**config.mk**
```make
export PLATFORM = sky130hd
export DESIGN_NAME = svs_monitor
export DESIGN_NICKNAME = d
export VERILOG_FILES = /design/src/rtl/svs_pkg.sv /design/src/rtl/svs_sync.sv /design/src/rtl/svs_monitor.sv
export VERILOG_INCLUDE_DIRS = /design/src /design/src/rtl
export SDC_FILE = /design/constraint.sdc
export NUM_CORES = 1
export LEC_CHECK = 0
export BUFFER_PORTS_ARGS = -buffer_cell sky130_fd_sc_hd__buf_2
export CAP_MARGIN = 20
export CORE_ASPECT_RATIO = 0.6
export CORE_MARGIN = 1.5
export CORE_UTILIZATION = 45
export DETAILED_ROUTE_END_ITERATION = 8
export PLACE_DENSITY = 0.76
export RECOVER_POWER = 100
export SLEW_MARGIN = 10
export SYNTH_ARGS = -nofsm -noshare
export SYNTH_HDL_FRONTEND = slang
export SYNTH_SLANG_ARGS = --single-unit
```
**constraint.sdc**
```tcl
create_clock -name ref_clk_i -period 2.2 [get_ports ref_clk_i]
set_input_delay 0.44 -clock ref_clk_i [delete_from_list [all_inputs] [get_ports ref_clk_i]]
set_output_delay 0.44 -clock ref_clk_i [all_outputs]
set_load 0.05 [all_outputs]
```
**src/rtl/svs_cfg.svh**
```systemverilog
// Register offsets, field positions, reset values and timing counts of the supply monitor
`ifndef SVS_CFG_SVH
`define SVS_CFG_SVH
`define SVS_CTRL_OFF      12'h000
`define SVS_MODE_OFF      12'h004
`define SVS_IRQ_STAT_OFF  12'h008
`define SVS_IRQ_EN_OFF    12'h00c
`define SVS_IRQ_CLR_OFF   12'h010
`define SVS_CTRL_EN_BIT   8
`define SVS_CTRL_UV_BIT   9
`define SVS_CTRL_RV_BIT   10
`define SVS_LEVEL_W       4
`define SVS_MODE_SS_BIT   8
`define SVS_MODE_RM_LSB   9
`define SVS_RESET_VAL     32'h0000_0000
`define SVS_READY_TICKS   4
`define SVS_SAMPLE_TICKS  2
`define SVS_RELEASE_CYC   128
`define SVS_IRQ_W         3
`define SVS_IRQ_UV_FALL   0
`define SVS_IRQ_UV_RISE   1
`define SVS_IRQ_READY     2
`endif

```
**src/rtl/svs_pkg.sv**
```systemverilog
// Types shared by the supply monitor design
package svs_pkg;
    typedef enum logic [1:0]
    {
        SVS_OFF,
        SVS_SETTLE,
        SVS_JUDGE
    } svs_state_t;
    typedef enum logic [1:0]
    {
        SVS_ACT_NONE  = 2'h0,
        SVS_ACT_RST_A = 2'h1,
        SVS_ACT_IRQ   = 2'h2,
        SVS_ACT_RST_B = 2'h3
    } svs_action_t;
endpackage

```
**src/rtl/svs_sync.sv**
```systemverilog
// Two-stage synchroniser for asynchronous level inputs
`timescale 1ns/1ps
module svs_sync #(
    parameter int WIDTH = 1
) (
    input  wire logic             ref_clk_i,
    input  wire logic             reset_i,
    input  wire logic [WIDTH-1:0] async_i,
    output logic      [WIDTH-1:0] sync_o
);
    logic [WIDTH-1:0] stage1; // Metastable stage, read only by stage two
    logic [WIDTH-1:0] next_stage1;
    logic [WIDTH-1:0] next_sync;

    // Next values are just the shift
    always_comb
    begin
        next_stage1 = async_i;
        next_sync   = stage1;
    end

    // Both stages reset to zero
    always_ff @(posedge ref_clk_i or posedge reset_i)
    begin
        if (reset_i)
        begin
            stage1 <= '0;
            sync_o <= '0;
        end
        else
        begin
            stage1 <= next_stage1;
            sync_o <= next_sync;
        end
    end
endmodule

```
**src/rtl/svs_monitor.sv**
```systemverilog
// Supply monitor supervisor control with AXI4-Lite registers
//
// What this block does
// - Enable with mode 10/11 starts supervision
// - Flag and reset masked until ready
// - Ready after 4 ticks, plus 2 sampled
// - No action before ready flag asserted
// - Below fall threshold sets flag, acts
// - Clearing enable stops judging and actions
// - Above rise threshold clears flag, releases
// - CPU held 128 clocks after release
// - Settling and sampled judging frozen while tick stopped
// - Sampled mode uses tick-captured comparator values
// - Judging continues after ready until disabled
// - Action 00 none, 01/11 reset, 10 irq
// - Sample select: continuous or every 2 ticks
// - Enabling with mode 10/11 clears the undervoltage flag
// - Ready reads 0 when off or settling
//
// Implementation choices: the register offsets and register access over AXI4-Lite.
`timescale 1ns/1ps
`include "svs_cfg.svh"
module svs_monitor (
    input  wire logic        ref_clk_i,
    input  wire logic        reset_i,
    input  wire logic        slow_tick_16k_i,   // 16 kHz tick level, asynchronous
    input  wire logic        below_fall_i,      // Comparator: supply under fall threshold
    output logic [3:0]       fall_threshold_o,  // Threshold select to analog
    output logic             monitor_on_o,      // Analog enable
    output logic             uv_reset_o,        // Undervoltage reset request
    output logic             cpu_hold_o,        // CPU held in reset
    output logic             uv_irq_o,          // Undervoltage interrupt pulse
    output logic             irq_o,             // Level interrupt
    input  wire logic [11:0] s_axi_awaddr,
    input  wire logic        s_axi_awvalid,
    output logic             s_axi_awready,
    input  wire logic [31:0] s_axi_wdata,
    input  wire logic [3:0]  s_axi_wstrb,
    input  wire logic        s_axi_wvalid,
    output logic             s_axi_wready,
    output logic [1:0]       s_axi_bresp,
    output logic             s_axi_bvalid,
    input  wire logic        s_axi_bready,
    input  wire logic [11:0] s_axi_araddr,
    input  wire logic        s_axi_arvalid,
    output logic             s_axi_arready,
    output logic [31:0]      s_axi_rdata,
    output logic [1:0]       s_axi_rresp,
    output logic             s_axi_rvalid,
    input  wire logic        s_axi_rready
);
    logic [1:0]            sync_out;       // Tick and comparator, synchronised
    logic                  tick_q;         // Previous tick level
    logic                  tick_rise;      // One-cycle tick edge
    logic                  cmp_live;       // Synchronised comparator
    svs_pkg::svs_state_t   state;          // Supervision state
    svs_pkg::svs_state_t   next_state;
    logic [2:0]            tick_cnt;       // Settling tick counter
    logic [2:0]            next_tick_cnt;
    logic                  samp_phase;     // Every-second-tick phase
    logic                  next_samp_phase;
    logic                  cmp_sample;     // Comparator captured on tick
    logic                  next_cmp_sample;
    logic                  uv_flag;        // Undervoltage flag
    logic                  next_uv_flag;
    logic                  ready;          // Result valid flag
    logic [7:0]            hold_cnt;       // Post-release CPU hold count
    logic [7:0]            next_hold_cnt;
    logic                  monitor_enable; // Control register bit
    logic [3:0]            level;          // Threshold select field
    logic [1:0]            action_select;  // Action field
    logic                  sample_select;  // Sampling mode bit
    logic [1:0]            run_mode_sel;   // Running mode field
    logic [`SVS_IRQ_W-1:0] irq_stat;       // Sticky events
    logic [`SVS_IRQ_W-1:0] irq_en;         // Event enables
    logic [`SVS_IRQ_W-1:0] next_irq_stat;
    logic [`SVS_IRQ_W-1:0] events;         // Event pulses this cycle
    logic                  reset_act;      // Reset action selected
    logic                  irq_act;        // Interrupt action selected
    logic                  cmp_used;       // Comparator value judged
    logic                  aw_held;        // Write address captured
    logic                  w_held;         // Write data captured
    logic [11:0]           aw_addr;
    logic [31:0]           w_data;
    logic [3:0]            w_strb;
    logic                  wr_fire;        // Both halves present
    logic [31:0]           rd_word;        // Read mux

    // Tick and comparator both come from outside the clock domain
    svs_sync #(
        .WIDTH (2)
    ) u_sync (
        .ref_clk_i (ref_clk_i),
        .reset_i   (reset_i),
        .async_i   ({below_fall_i, slow_tick_16k_i}),
        .sync_o    (sync_out)
    );
    assign cmp_live  = sync_out[1];
    assign tick_rise = sync_out[0] & ~tick_q;

    // Action decode: 01 and 11 both mean reset
    assign reset_act = (action_select == svs_pkg::SVS_ACT_RST_A) ||
                       (action_select == svs_pkg::SVS_ACT_RST_B);
    assign irq_act   = (action_select == svs_pkg::SVS_ACT_IRQ);
    assign ready     = (state == svs_pkg::SVS_JUDGE);
    // Sampled mode only sees tick-captured values
    assign cmp_used  = sample_select ? cmp_sample : cmp_live;

    // Supervision sequencing and flag next state
    always_comb
    begin
        next_state      = state;
        next_tick_cnt   = tick_cnt;
        next_samp_phase = samp_phase;
        next_cmp_sample = cmp_sample;
        next_uv_flag    = uv_flag;
        case (state)
            svs_pkg::SVS_OFF:
            begin
                // Start only in supervisor running mode
                if (monitor_enable && run_mode_sel[1])
                begin
                    next_state      = svs_pkg::SVS_SETTLE;
                    next_tick_cnt   = '0;
                    next_samp_phase = 1'b0;
                    next_uv_flag    = 1'b0;
                end
            end
            svs_pkg::SVS_SETTLE:
            begin
                // Counter only moves on tick edges, frozen if tick stops
                if (tick_rise)
                begin
                    next_tick_cnt = tick_cnt + 3'h1;
                    if (sample_select)
                        next_cmp_sample = cmp_live;
                    if (tick_cnt + 3'h1 == 3'((sample_select ?
                        (`SVS_READY_TICKS + `SVS_SAMPLE_TICKS) : `SVS_READY_TICKS)))
                    begin
                        next_state   = svs_pkg::SVS_JUDGE;
                        // Flag stays masked until here; in sampled mode this
                        // tick's capture is the live value, so both modes agree
                        next_uv_flag = cmp_live;
                    end
                end
            end
            svs_pkg::SVS_JUDGE:
            begin
                // Sample every second tick in sampled mode
                if (tick_rise && sample_select)
                begin
                    next_samp_phase = ~samp_phase;
                    if (samp_phase)
                        next_cmp_sample = cmp_live;
                end
                // Continuous judging until disabled
                if (cmp_used)
                    next_uv_flag = 1'b1;
                else
                    next_uv_flag = 1'b0;
            end
            default:
                next_state = svs_pkg::SVS_OFF;
        endcase
        // Disable forces off and keeps the flag value
        if (!monitor_enable)
        begin
            next_state   = svs_pkg::SVS_OFF;
            next_uv_flag = uv_flag;
        end
    end

    // CPU hold counter after undervoltage reset
    always_comb
    begin
        next_hold_cnt = hold_cnt;
        if (uv_reset_o)
            next_hold_cnt = 8'(`SVS_RELEASE_CYC);
        else if (hold_cnt != 8'h00)
            next_hold_cnt = hold_cnt - 8'h01;
    end

    // Supervision registers
    always_ff @(posedge ref_clk_i or posedge reset_i)
    begin
        if (reset_i)
        begin
            state      <= svs_pkg::SVS_OFF;
            tick_cnt   <= 3'h0;
            samp_phase <= 1'b0;
            cmp_sample <= 1'b0;
            uv_flag    <= 1'b0;
            hold_cnt   <= 8'h00;
            tick_q     <= 1'b0;
            uv_reset_o <= 1'b0;
            uv_irq_o   <= 1'b0;
        end
        else
        begin
            state      <= next_state;
            tick_cnt   <= next_tick_cnt;
            samp_phase <= next_samp_phase;
            cmp_sample <= next_cmp_sample;
            uv_flag    <= next_uv_flag;
            hold_cnt   <= next_hold_cnt;
            tick_q     <= sync_out[0];
            // Actions only once ready and enabled
            uv_reset_o <= (next_state == svs_pkg::SVS_JUDGE) && next_uv_flag && reset_act;
            uv_irq_o   <= (next_state == svs_pkg::SVS_JUDGE) && next_uv_flag && !uv_flag
                          && irq_act;
        end
    end

    assign cpu_hold_o       = uv_reset_o || (hold_cnt != 8'h00);
    assign monitor_on_o     = monitor_enable;
    assign fall_threshold_o = level;

    // Events: undervoltage entry, recovery, ready
    // Entry also counts on the ready cycle, when the flag may rise at once
    assign events[`SVS_IRQ_UV_FALL] = next_uv_flag && !uv_flag
                                      && (next_state == svs_pkg::SVS_JUDGE);
    assign events[`SVS_IRQ_UV_RISE] = !next_uv_flag && uv_flag && ready;
    assign events[`SVS_IRQ_READY]   = (next_state == svs_pkg::SVS_JUDGE) && !ready;

    // Sticky status: a set in the clear cycle wins
    always_comb
    begin
        next_irq_stat = irq_stat;
        if (wr_fire && aw_addr == `SVS_IRQ_CLR_OFF && w_strb[0])
            next_irq_stat = irq_stat & ~w_data[`SVS_IRQ_W-1:0];
        next_irq_stat = next_irq_stat | events;
    end
    assign irq_o = |(irq_stat & irq_en);

    // AXI write channel: address and data accepted in either order
    assign s_axi_awready = !aw_held && !s_axi_bvalid;
    assign s_axi_wready  = !w_held && !s_axi_bvalid;
    assign wr_fire       = aw_held && w_held;
    assign s_axi_bresp   = 2'h0;
    assign s_axi_arready = !s_axi_rvalid;
    assign s_axi_rresp   = 2'h0;

    // Read mux, unmapped reads as zero with OKAY
    always_comb
    begin
        rd_word = `SVS_RESET_VAL;
        case (s_axi_araddr)
            `SVS_CTRL_OFF:
            begin
                rd_word[`SVS_LEVEL_W-1:0]  = level;
                rd_word[`SVS_CTRL_EN_BIT]  = monitor_enable;
                rd_word[`SVS_CTRL_UV_BIT]  = uv_flag;
                rd_word[`SVS_CTRL_RV_BIT]  = ready;
            end
            `SVS_MODE_OFF:
            begin
                rd_word[1:0]                                = action_select;
                rd_word[`SVS_MODE_SS_BIT]                   = sample_select;
                rd_word[`SVS_MODE_RM_LSB+1:`SVS_MODE_RM_LSB] = run_mode_sel;
            end
            `SVS_IRQ_STAT_OFF: rd_word[`SVS_IRQ_W-1:0] = irq_stat;
            `SVS_IRQ_EN_OFF:   rd_word[`SVS_IRQ_W-1:0] = irq_en;
            default:           rd_word = `SVS_RESET_VAL;
        endcase
    end

    // Bus and register state
    always_ff @(posedge ref_clk_i or posedge reset_i)
    begin
        if (reset_i)
        begin
            aw_held        <= 1'b0;
            w_held         <= 1'b0;
            aw_addr        <= 12'h000;
            w_data         <= 32'h0000_0000;
            w_strb         <= 4'h0;
            s_axi_bvalid   <= 1'b0;
            s_axi_rvalid   <= 1'b0;
            s_axi_rdata    <= 32'h0000_0000;
            monitor_enable <= 1'b0;
            level          <= 4'h0;
            action_select  <= 2'h0;
            sample_select  <= 1'b0;
            run_mode_sel   <= 2'h0;
            irq_stat       <= '0;
            irq_en         <= '0;
        end
        else
        begin
            irq_stat <= next_irq_stat;
            if (s_axi_awvalid && s_axi_awready)
            begin
                aw_held <= 1'b1;
                aw_addr <= s_axi_awaddr;
            end
            if (s_axi_wvalid && s_axi_wready)
            begin
                w_held <= 1'b1;
                w_data <= s_axi_wdata;
                w_strb <= s_axi_wstrb;
            end
            if (wr_fire)
            begin
                aw_held      <= 1'b0;
                w_held       <= 1'b0;
                s_axi_bvalid <= 1'b1;
                case (aw_addr)
                    `SVS_CTRL_OFF:
                    begin
                        if (w_strb[0])
                            level <= w_data[`SVS_LEVEL_W-1:0];
                        if (w_strb[1])
                            monitor_enable <= w_data[`SVS_CTRL_EN_BIT];
                    end
                    `SVS_MODE_OFF:
                    begin
                        if (w_strb[0])
                            action_select <= w_data[1:0];
                        if (w_strb[1])
                        begin
                            sample_select <= w_data[`SVS_MODE_SS_BIT];
                            run_mode_sel  <= w_data[`SVS_MODE_RM_LSB+1:`SVS_MODE_RM_LSB];
                        end
                    end
                    `SVS_IRQ_EN_OFF:
                        if (w_strb[0])
                            irq_en <= w_data[`SVS_IRQ_W-1:0];
                    default:
                        aw_held <= 1'b0;
                endcase
            end
            else if (s_axi_bvalid && s_axi_bready)
                s_axi_bvalid <= 1'b0;
            if (s_axi_arvalid && s_axi_arready)
            begin
                s_axi_rvalid <= 1'b1;
                s_axi_rdata  <= rd_word;
            end
            else if (s_axi_rvalid && s_axi_rready)
                s_axi_rvalid <= 1'b0;
        end
    end

    // No reset or interrupt action while not ready
    no_early_rst_a: assert property (@(posedge ref_clk_i) disable iff (reset_i)
        uv_reset_o || uv_irq_o |-> ready) else $error("action before ready");
    // Enabling from off with mode 10/11 clears the flag
    enable_clear_a: assert property (@(posedge ref_clk_i) disable iff (reset_i)
        (state == svs_pkg::SVS_OFF && monitor_enable && run_mode_sel[1])
        |=> !uv_flag) else $error("flag not cleared on enable");
    // Disable returns to off next cycle
    disable_off_a: assert property (@(posedge ref_clk_i) disable iff (reset_i)
        !monitor_enable |=> !ready && !uv_reset_o) else $error("active when off");
    // Hold lasts at least 8 cycles after the reset request falls
    hold_len_a: assert property (@(posedge ref_clk_i) disable iff (reset_i)
        $fell(uv_reset_o) |-> cpu_hold_o [*8]) else $error("hold too short");
    // Flag stays masked while settling
    mask_settle_a: assert property (@(posedge ref_clk_i) disable iff (reset_i)
        state == svs_pkg::SVS_SETTLE && $past(state) == svs_pkg::SVS_SETTLE
        |-> !uv_flag) else $error("flag during settle");
    // Settling counter never moves without tick
    tick_freeze_a: assert property (@(posedge ref_clk_i) disable iff (reset_i)
        state == svs_pkg::SVS_SETTLE && !tick_rise && monitor_enable
        |=> $stable(tick_cnt)) else $error("count moved without tick");
    // Undervoltage in judge sets flag next cycle
    uv_set_a: assert property (@(posedge ref_clk_i) disable iff (reset_i)
        ready && monitor_enable && cmp_used |=> uv_flag) else $error("flag not set");
    // Recovery clears flag and reset
    uv_clear_a: assert property (@(posedge ref_clk_i) disable iff (reset_i)
        ready && monitor_enable && !cmp_used |=> !uv_flag && !uv_reset_o)
        else $error("flag not cleared");
    // Interrupt only when interrupt action chosen
    irq_sel_a: assert property (@(posedge ref_clk_i) disable iff (reset_i)
        uv_irq_o |-> $past(irq_act)) else $error("irq with wrong action");
    // Only supervisor running modes start
    mode_gate_a: assert property (@(posedge ref_clk_i) disable iff (reset_i)
        state == svs_pkg::SVS_OFF && !run_mode_sel[1] |=> state == svs_pkg::SVS_OFF)
        else $error("started in bad mode");
endmodule

```
==> flow_metrics.tcl, run 1 <==
set metrics [dict create \
    setup_violations 3 \
    ys_types 54 \
    async_reset_ff_frac 1.00 \
    ys_seq_area_frac 0.510 \
    first_pass_iters 5 \
    synth_edf_count 0 \
    clk_latency_ps 340 \
    cts_root_buffer "clkbuf_16" \
    seqCellArea_um2 1780 \
    drcViolationCount 0 \
    nFillCells 677 \
    met1Wirelength_mm 3.34 \
    worstMarginPinSlew_ps 1120 \
    fmax_ghz 0.404 \
    overflow 0 \
    cp_slowest_cell "dfrtp_1" \
    status "complete, but fails checks" \
    area_growth_pct 18.1 \
    syn_inst 304 \
    multiInputGateArea_um2 1500 \
    worstPathArrival_ps 2040 \
    finalCritPeriodShare 1.13 \
    grt_max_degree 48 \
    crit_chain "inv_1 > ha_2 > or3b_4 > or3_4 > or2_4 > buf_8" \
    worstSetupStartpointType "flop" \
    final_cell_mix "71 x dfrtp_1, 44 x buf_2, 33 x mux2_2" \
    grt_pass1_wl_mm 11.0 \
    drt_iter0_drc 181 \
    fin_cells 487 \
    drt_wl_total_mm 6.74 \
    clk_pin_slew_ps 60 \
    nets 449 \
    diodes 0 \
    top_layer "met4" \
    dpl.cell_count 469 \
    cts_hold_buf 0 \
    vdd_drop_max_mv 0.733 \
    viasPerCell 4.92 \
    pin_count 119 \
    core_area_um2 7390 \
    endpoint_kind "output port" \
    tns_ps -365 \
    worstSetupPathType "reg2out" \
    postSynthAreaPerCell_um2 11.5 \
    hpwl_mm 5.01 \
    routabilityCongestion 0.830 \
    period_needed_ps 2480 \
    cts_tree "done" \
    syn_area_um2 3490 \
    antenna_found_initial 0 \
    routedWlPerCell_um 13.8 \
    worst_path_largest_cell_delay_ps 380 \
    critical_path.max_fanout 2 \
    dominantRegCellSynth "dfrtp_1" \
    clock_skew_ps 7.37 \
    cts.sinks 71 \
    violations "setup timing" \
    yosys_warnings 0 \
    ant_nets 0 \
    fp-row-count 24 \
    final_hold_viol_count 0 \
    start_util 0.472 \
    wl_met3_um 543 \
    power_density_nw_per_um2 962 \
    hold_path_class "in2reg" \
    via_count 2398 \
    clockBufferDepth 2 \
    power.leakage_nw 1.92 \
    yosys_register_bits 71 \
    die_width_um 117 \
    maxCapViolCount 0 \
    grt_pass1_vias 2276 \
    dieArea_um2 8300 \
    crit_required_ps 1760 \
    finalMaxSlewViolations 0 \
    cts-buffers-inserted 9 \
    final_common_cell "dfrtp_1" \
    dr_wl_met2_mm 2.79 \
    setup_ws_ps -276 \
    die_height_um 71.2 \
    place.port_buffers 62 \
    htreeDepth 3 \
    grt_setup_unrepaired "yes" \
    track_usage 0.178 \
    drive_gt1_frac 0.313 \
    slew_headroom 0.252 \
]
kinds of logic (layout without fill, tap and decap cells):
group | Yosys count | in the layout | share of synthesized area
flip-flops | 71 | 71 | 0.510
AO/OA/AOI/OAI | 47 | 47 | 0.0790
other | 1 | 29 | 0.00108
XOR/XNOR | 4 | 4 | 0.0101
AND/OR/NAND/NOR | 88 | 88 | 0.173
buffers and inverters | 53 | 104 | 0.0919
multiplexers | 38 | 38 | 0.128
adder cells (fa/ha/maj) | 2 | 2 | 0.00718
power by group:
part           internal, mW  switching [mW]
Combinational         0.327           0.508
Sequential             1.54           0.240
Clock                 0.795           0.548
Total                  2.66            1.30
metal layers:
layer,up-vias,track usage
met2,87,0.249
met1,1144,0.257
met3,6,0.0677
li1,1161,-
met4,0,0.0562
met5,-,0
layout make-up:
type,count,share of cell area
clock inverters,6,0.0112
well taps,104,0.0316
clock buffers,10,0.0581
multi-input cells,208,0.364
inverters,16,0.0149
flip-flops and latches,71,0.432
repair buffers,72,0.0881
state kept, by name, summed over array words and instances (netlist names), 3 cells and up:
register / flops
tick_cnt: 3
hold_cnt: 8
aw_addr: 12
irq_stat: 3
irq_en: 3
w_data: 7
fall_threshold_o: 4
s_axi_rdata: 7
critical path: cells and delay by family, from the launching register on:
family                   cells  cell delay, ps
AND/OR/NAND/NOR              3             940
buffers and inverters        2             210
flip-flops                   1             380
adder cells (fa/ha/maj)      1             170
cells in the mapped netlist, types with 2 or more instances:
library cell,number,area share
dfrtp_1,71,0.51
mux2_2,33,0.11
buf_4,29,0.062
o21ai_0,24,0.034
nand2_1,21,0.023
inv_1,16,0.017
nor2_1,15,0.016
a21oi_1,10,0.014
nand2b_1,8,0.014
nand3b_1,5,0.011
nor3_1,5,0.0072
a21o_1,3,0.0065
buf_2,3,0.0043
mux2i_1,3,0.0086
nor2b_1,3,0.0054
nor4_1,3,0.0054
nor4_4,3,0.018
xnor2_1,3,0.0075
and2_0,2,0.0036
clkbuf_1,2,0.0022
ha_1,2,0.0072
mux4_2,2,0.013
nand4_1,2,0.0036
nor3b_1,2,0.0043
nor4_2,2,0.0072
nor4b_1,2,0.0050
or3_1,2,0.0036
or4_1,2,0.0043
final timing paths:
check,start,to,slack [ps],cells after the start
worst max-delay path,hold_cnt[0]$_DFFE_PP0P_,cpu_hold_o,-280,6
worst min-delay path,slow_tick_16k_i,u_sync.next_sync[0]$_DFF_PP0_,200,1
worst max register to register,tick_cnt[0]$_DFFE_PP0P_,uv_reset_o$_DFF_PP0_,-70,5
worst min register to register,u_sync.next_sync[0]$_DFF_PP0_,u_sync.sync_o[0]$_DFF_PP0_,350,0
max in group asynchronous,reset_i,irq_stat[1]$_DFF_PP0_,380,3
min in group asynchronous,reset_i,hold_cnt[7]$_DFFE_PP0P_,320,2
through the flow:
stage / setup slack, ps / hold slack (ps) / area [µm²] / power (mW) / utilization
floorplan: -22.1 / 331 / 3610 / 2.48 / -
global placement: 18.7 / 332 / 3860 / 2.63 / 0.522
detailed placement: -1.74 / 335 / 3860 / 2.67 / 0.522
CTS: -282 / 169 / 4170 / 4.04 / 0.564
global route: -338 / 190 / 4120 / 4.18 / 0.557
finish: -276 / 205 / 4120 / 3.96 / 0.557
timing repair:
item                       4_1_cts  5_1_grt
setup buffers                    1        1
pin swaps                        1        0
setup endpoints to repair        1        1
cloned                           0        0
resized for setup                4        0
Note: power is estimated with default switching activity, not from simulation.
==> inputs of run 2 (changes only) <==
Settings changed: SETUP_SLACK_MARGIN set to 0.5.
==> run 2 against run 1 <==
The flow still finishes with violations (setup timing); final area up 4.8%; clock-buffer cell count up 3; die area unchanged; critical endpoint unchanged; core utilization up 2.7 points; sequential cell count unchanged; sequential share of layout area down 1.9 points; sequential power about the same; total power up 4.4%; largest power group unchanged; first-iteration DRC count up 10%.
==> flow_metrics.tcl, run 2 (synthesis results as in run 1) <==
set metrics [dict create \
    first_pass_iters 4 \
    finalCritPeriodShare 1.13 \
    start_util 0.472 \
    clk_latency_ps 340 \
    routabilityCongestion 0.861 \
    pin_count 119 \
    grt_pass1_wl_mm 12.1 \
    finalMaxSlewViolations 0 \
    largest_register_ffs 12 \
    nFillCells 648 \
    critical_path.top_delay_family "simple AND/OR/NAND/NOR gates" \
    antenna_found_initial 0 \
    place.port_buffers 62 \
    cts-buffers-inserted 9 \
    dieArea_um2 8300 \
    htreeDepth 3 \
    endpoint_kind "output port" \
    worstMarginPinSlew_ps 942 \
    worstPathArrival_ps 2050 \
    utilization 0.584 \
    grt_max_degree 41 \
    place_ws_ps 1.48 \
    cts_root_buffer "clkbuf_16" \
    die_height_um 71.2 \
    placed_area_um2 3880 \
    tns_ps -295 \
    drt_iter0_drc 200 \
    cp_slowest_cell "or3b_4" \
    worstSetupPathType "reg2out" \
    worstSetupStartpointType "flop" \
    area_growth_pct 23.7 \
    grt_setup_unrepaired "yes" \
    track_usage 0.197 \
    drive_gt1_frac 0.349 \
    crit_chain "inv_1 > ha_2 > or3b_4 > or3_4 > or2_4 > buf_8" \
    period_needed_ps 2490 \
    final_cell_mix "69 x dfrtp_1, 42 x buf_2, 29 x conb_1" \
    final_common_cell "dfrtp_1" \
    drt_wl_total_mm 7.65 \
    hpwl_mm 5.25 \
    violations "setup timing" \
    routedWlPerCell_um 15.5 \
    maxCapViolCount 0 \
    slew_headroom 0.372 \
    status "complete, but fails checks" \
    hold_path_class "in2reg" \
    ant_nets 0 \
    clk_pin_slew_ps 50 \
    cts_tree "done" \
    top_register "aw_addr" \
    die_width_um 117 \
    clockBufferDepth 2 \
    core_area_um2 7390 \
    final_hold_viol_count 0 \
    viasPerCell 5.11 \
    setup_violations 1 \
    overflow 0 \
    power.leakage_nw 1.99 \
    fp-row-count 24 \
    vdd_drop_max_mv 0.763 \
    setup_ws_ps -295 \
    power_density_nw_per_um2 959 \
    cts.sinks 71 \
    critical_path.max_fanout 2 \
    drcViolationCount 0 \
    crit_required_ps 1760 \
    largestRegisters "aw_addr (12), hold_cnt (8)" \
    clock_skew_ps 7.02 \
    worst_path_largest_cell_delay_ps 380 \
    fmax_ghz 0.401 \
    diodes 0 \
    via_count 2526 \
    finalInstanceArea_um2 4310 \
    grt_pass1_vias 2480 \
    nets 456 \
    path_buf_inv 2 \
]
-- run 2: path summary, 6_finish.rpt --
path,slack (ps),startpoint,cells past startpoint,to
min,210,slow_tick_16k_i,1,u_sync.next_sync[0]$_DFF_PP0_
min reg2reg,350,u_sync.next_sync[0]$_DFF_PP0_,0,u_sync.sync_o[0]$_DFF_PP0_
min in group asynchronous,240,reset_i,2,uv_reset_o$_DFF_PP0_
max,-290,hold_cnt[1]$_DFFE_PP0P_,6,cpu_hold_o
max reg2reg,200,aw_addr[10]$_DFFE_PP0P_,4,run_mode_sel[0]$_DFFE_PP0P_
max in group asynchronous,510,reset_i,3,aw_addr[4]$_DFFE_PP0P_
-- run 2: stage by stage --
| stage | instances | hold WS [ps] | power [mW] |
|---|---|---|---|
| after floorplan | 332 | 331 | 2.52 |
| after global placement | 470 | 331 | 2.65 |
| after detailed placement | 470 | 336 | 2.70 |
| after CTS | 493 | 132 | 4.24 |
| after global routing | 494 | 194 | 4.34 |
| final | 494 | 213 | 4.14 |
-- run 2: layout make-up --
cell class | instances | area, µm² | share of cell area
clock inverter | 3 | 40.0 | 0.00928
sequential | 71 | 1780 | 0.413
timing repair buffer | 79 | 429 | 0.0995
inverter | 16 | 61.3 | 0.0142
clock buffer | 13 | 270 | 0.0627
multi-input combinational | 208 | 1600 | 0.372
tap | 104 | 130 | 0.0302
-- run 2: worst reg2reg max path, cell delays in order, from the launching register on --
cell	delay (ps)
dfrtp_1	400
nor4_4	300
nand3_1	330
nor4_2	490
mux2_4	350
-- run 2: where the power goes --
part | switching (mW) | internal (mW) | total (mW)
Combinational | 0.496 | 0.337 | 0.833
Clock | 0.528 | 0.966 | 1.49
Sequential | 0.265 | 1.54 | 1.81
-- run 2: repair_timing --
item	4_1_cts	5_1_grt
buffers inserted	7	1
pin swaps	11	11
endpoints found under the setup margin	26	29
resized for setup	27	21
hold buffers	0	0
-- run 2: routing by layer --
metal  part of all wire  vias up  global-route usage
met5                  0        -                   0
met4             0.0090        0              0.0616
met3              0.070        8              0.0780
met2               0.46       97               0.292
met1               0.46     1252               0.267
li1                   -     1169                   -
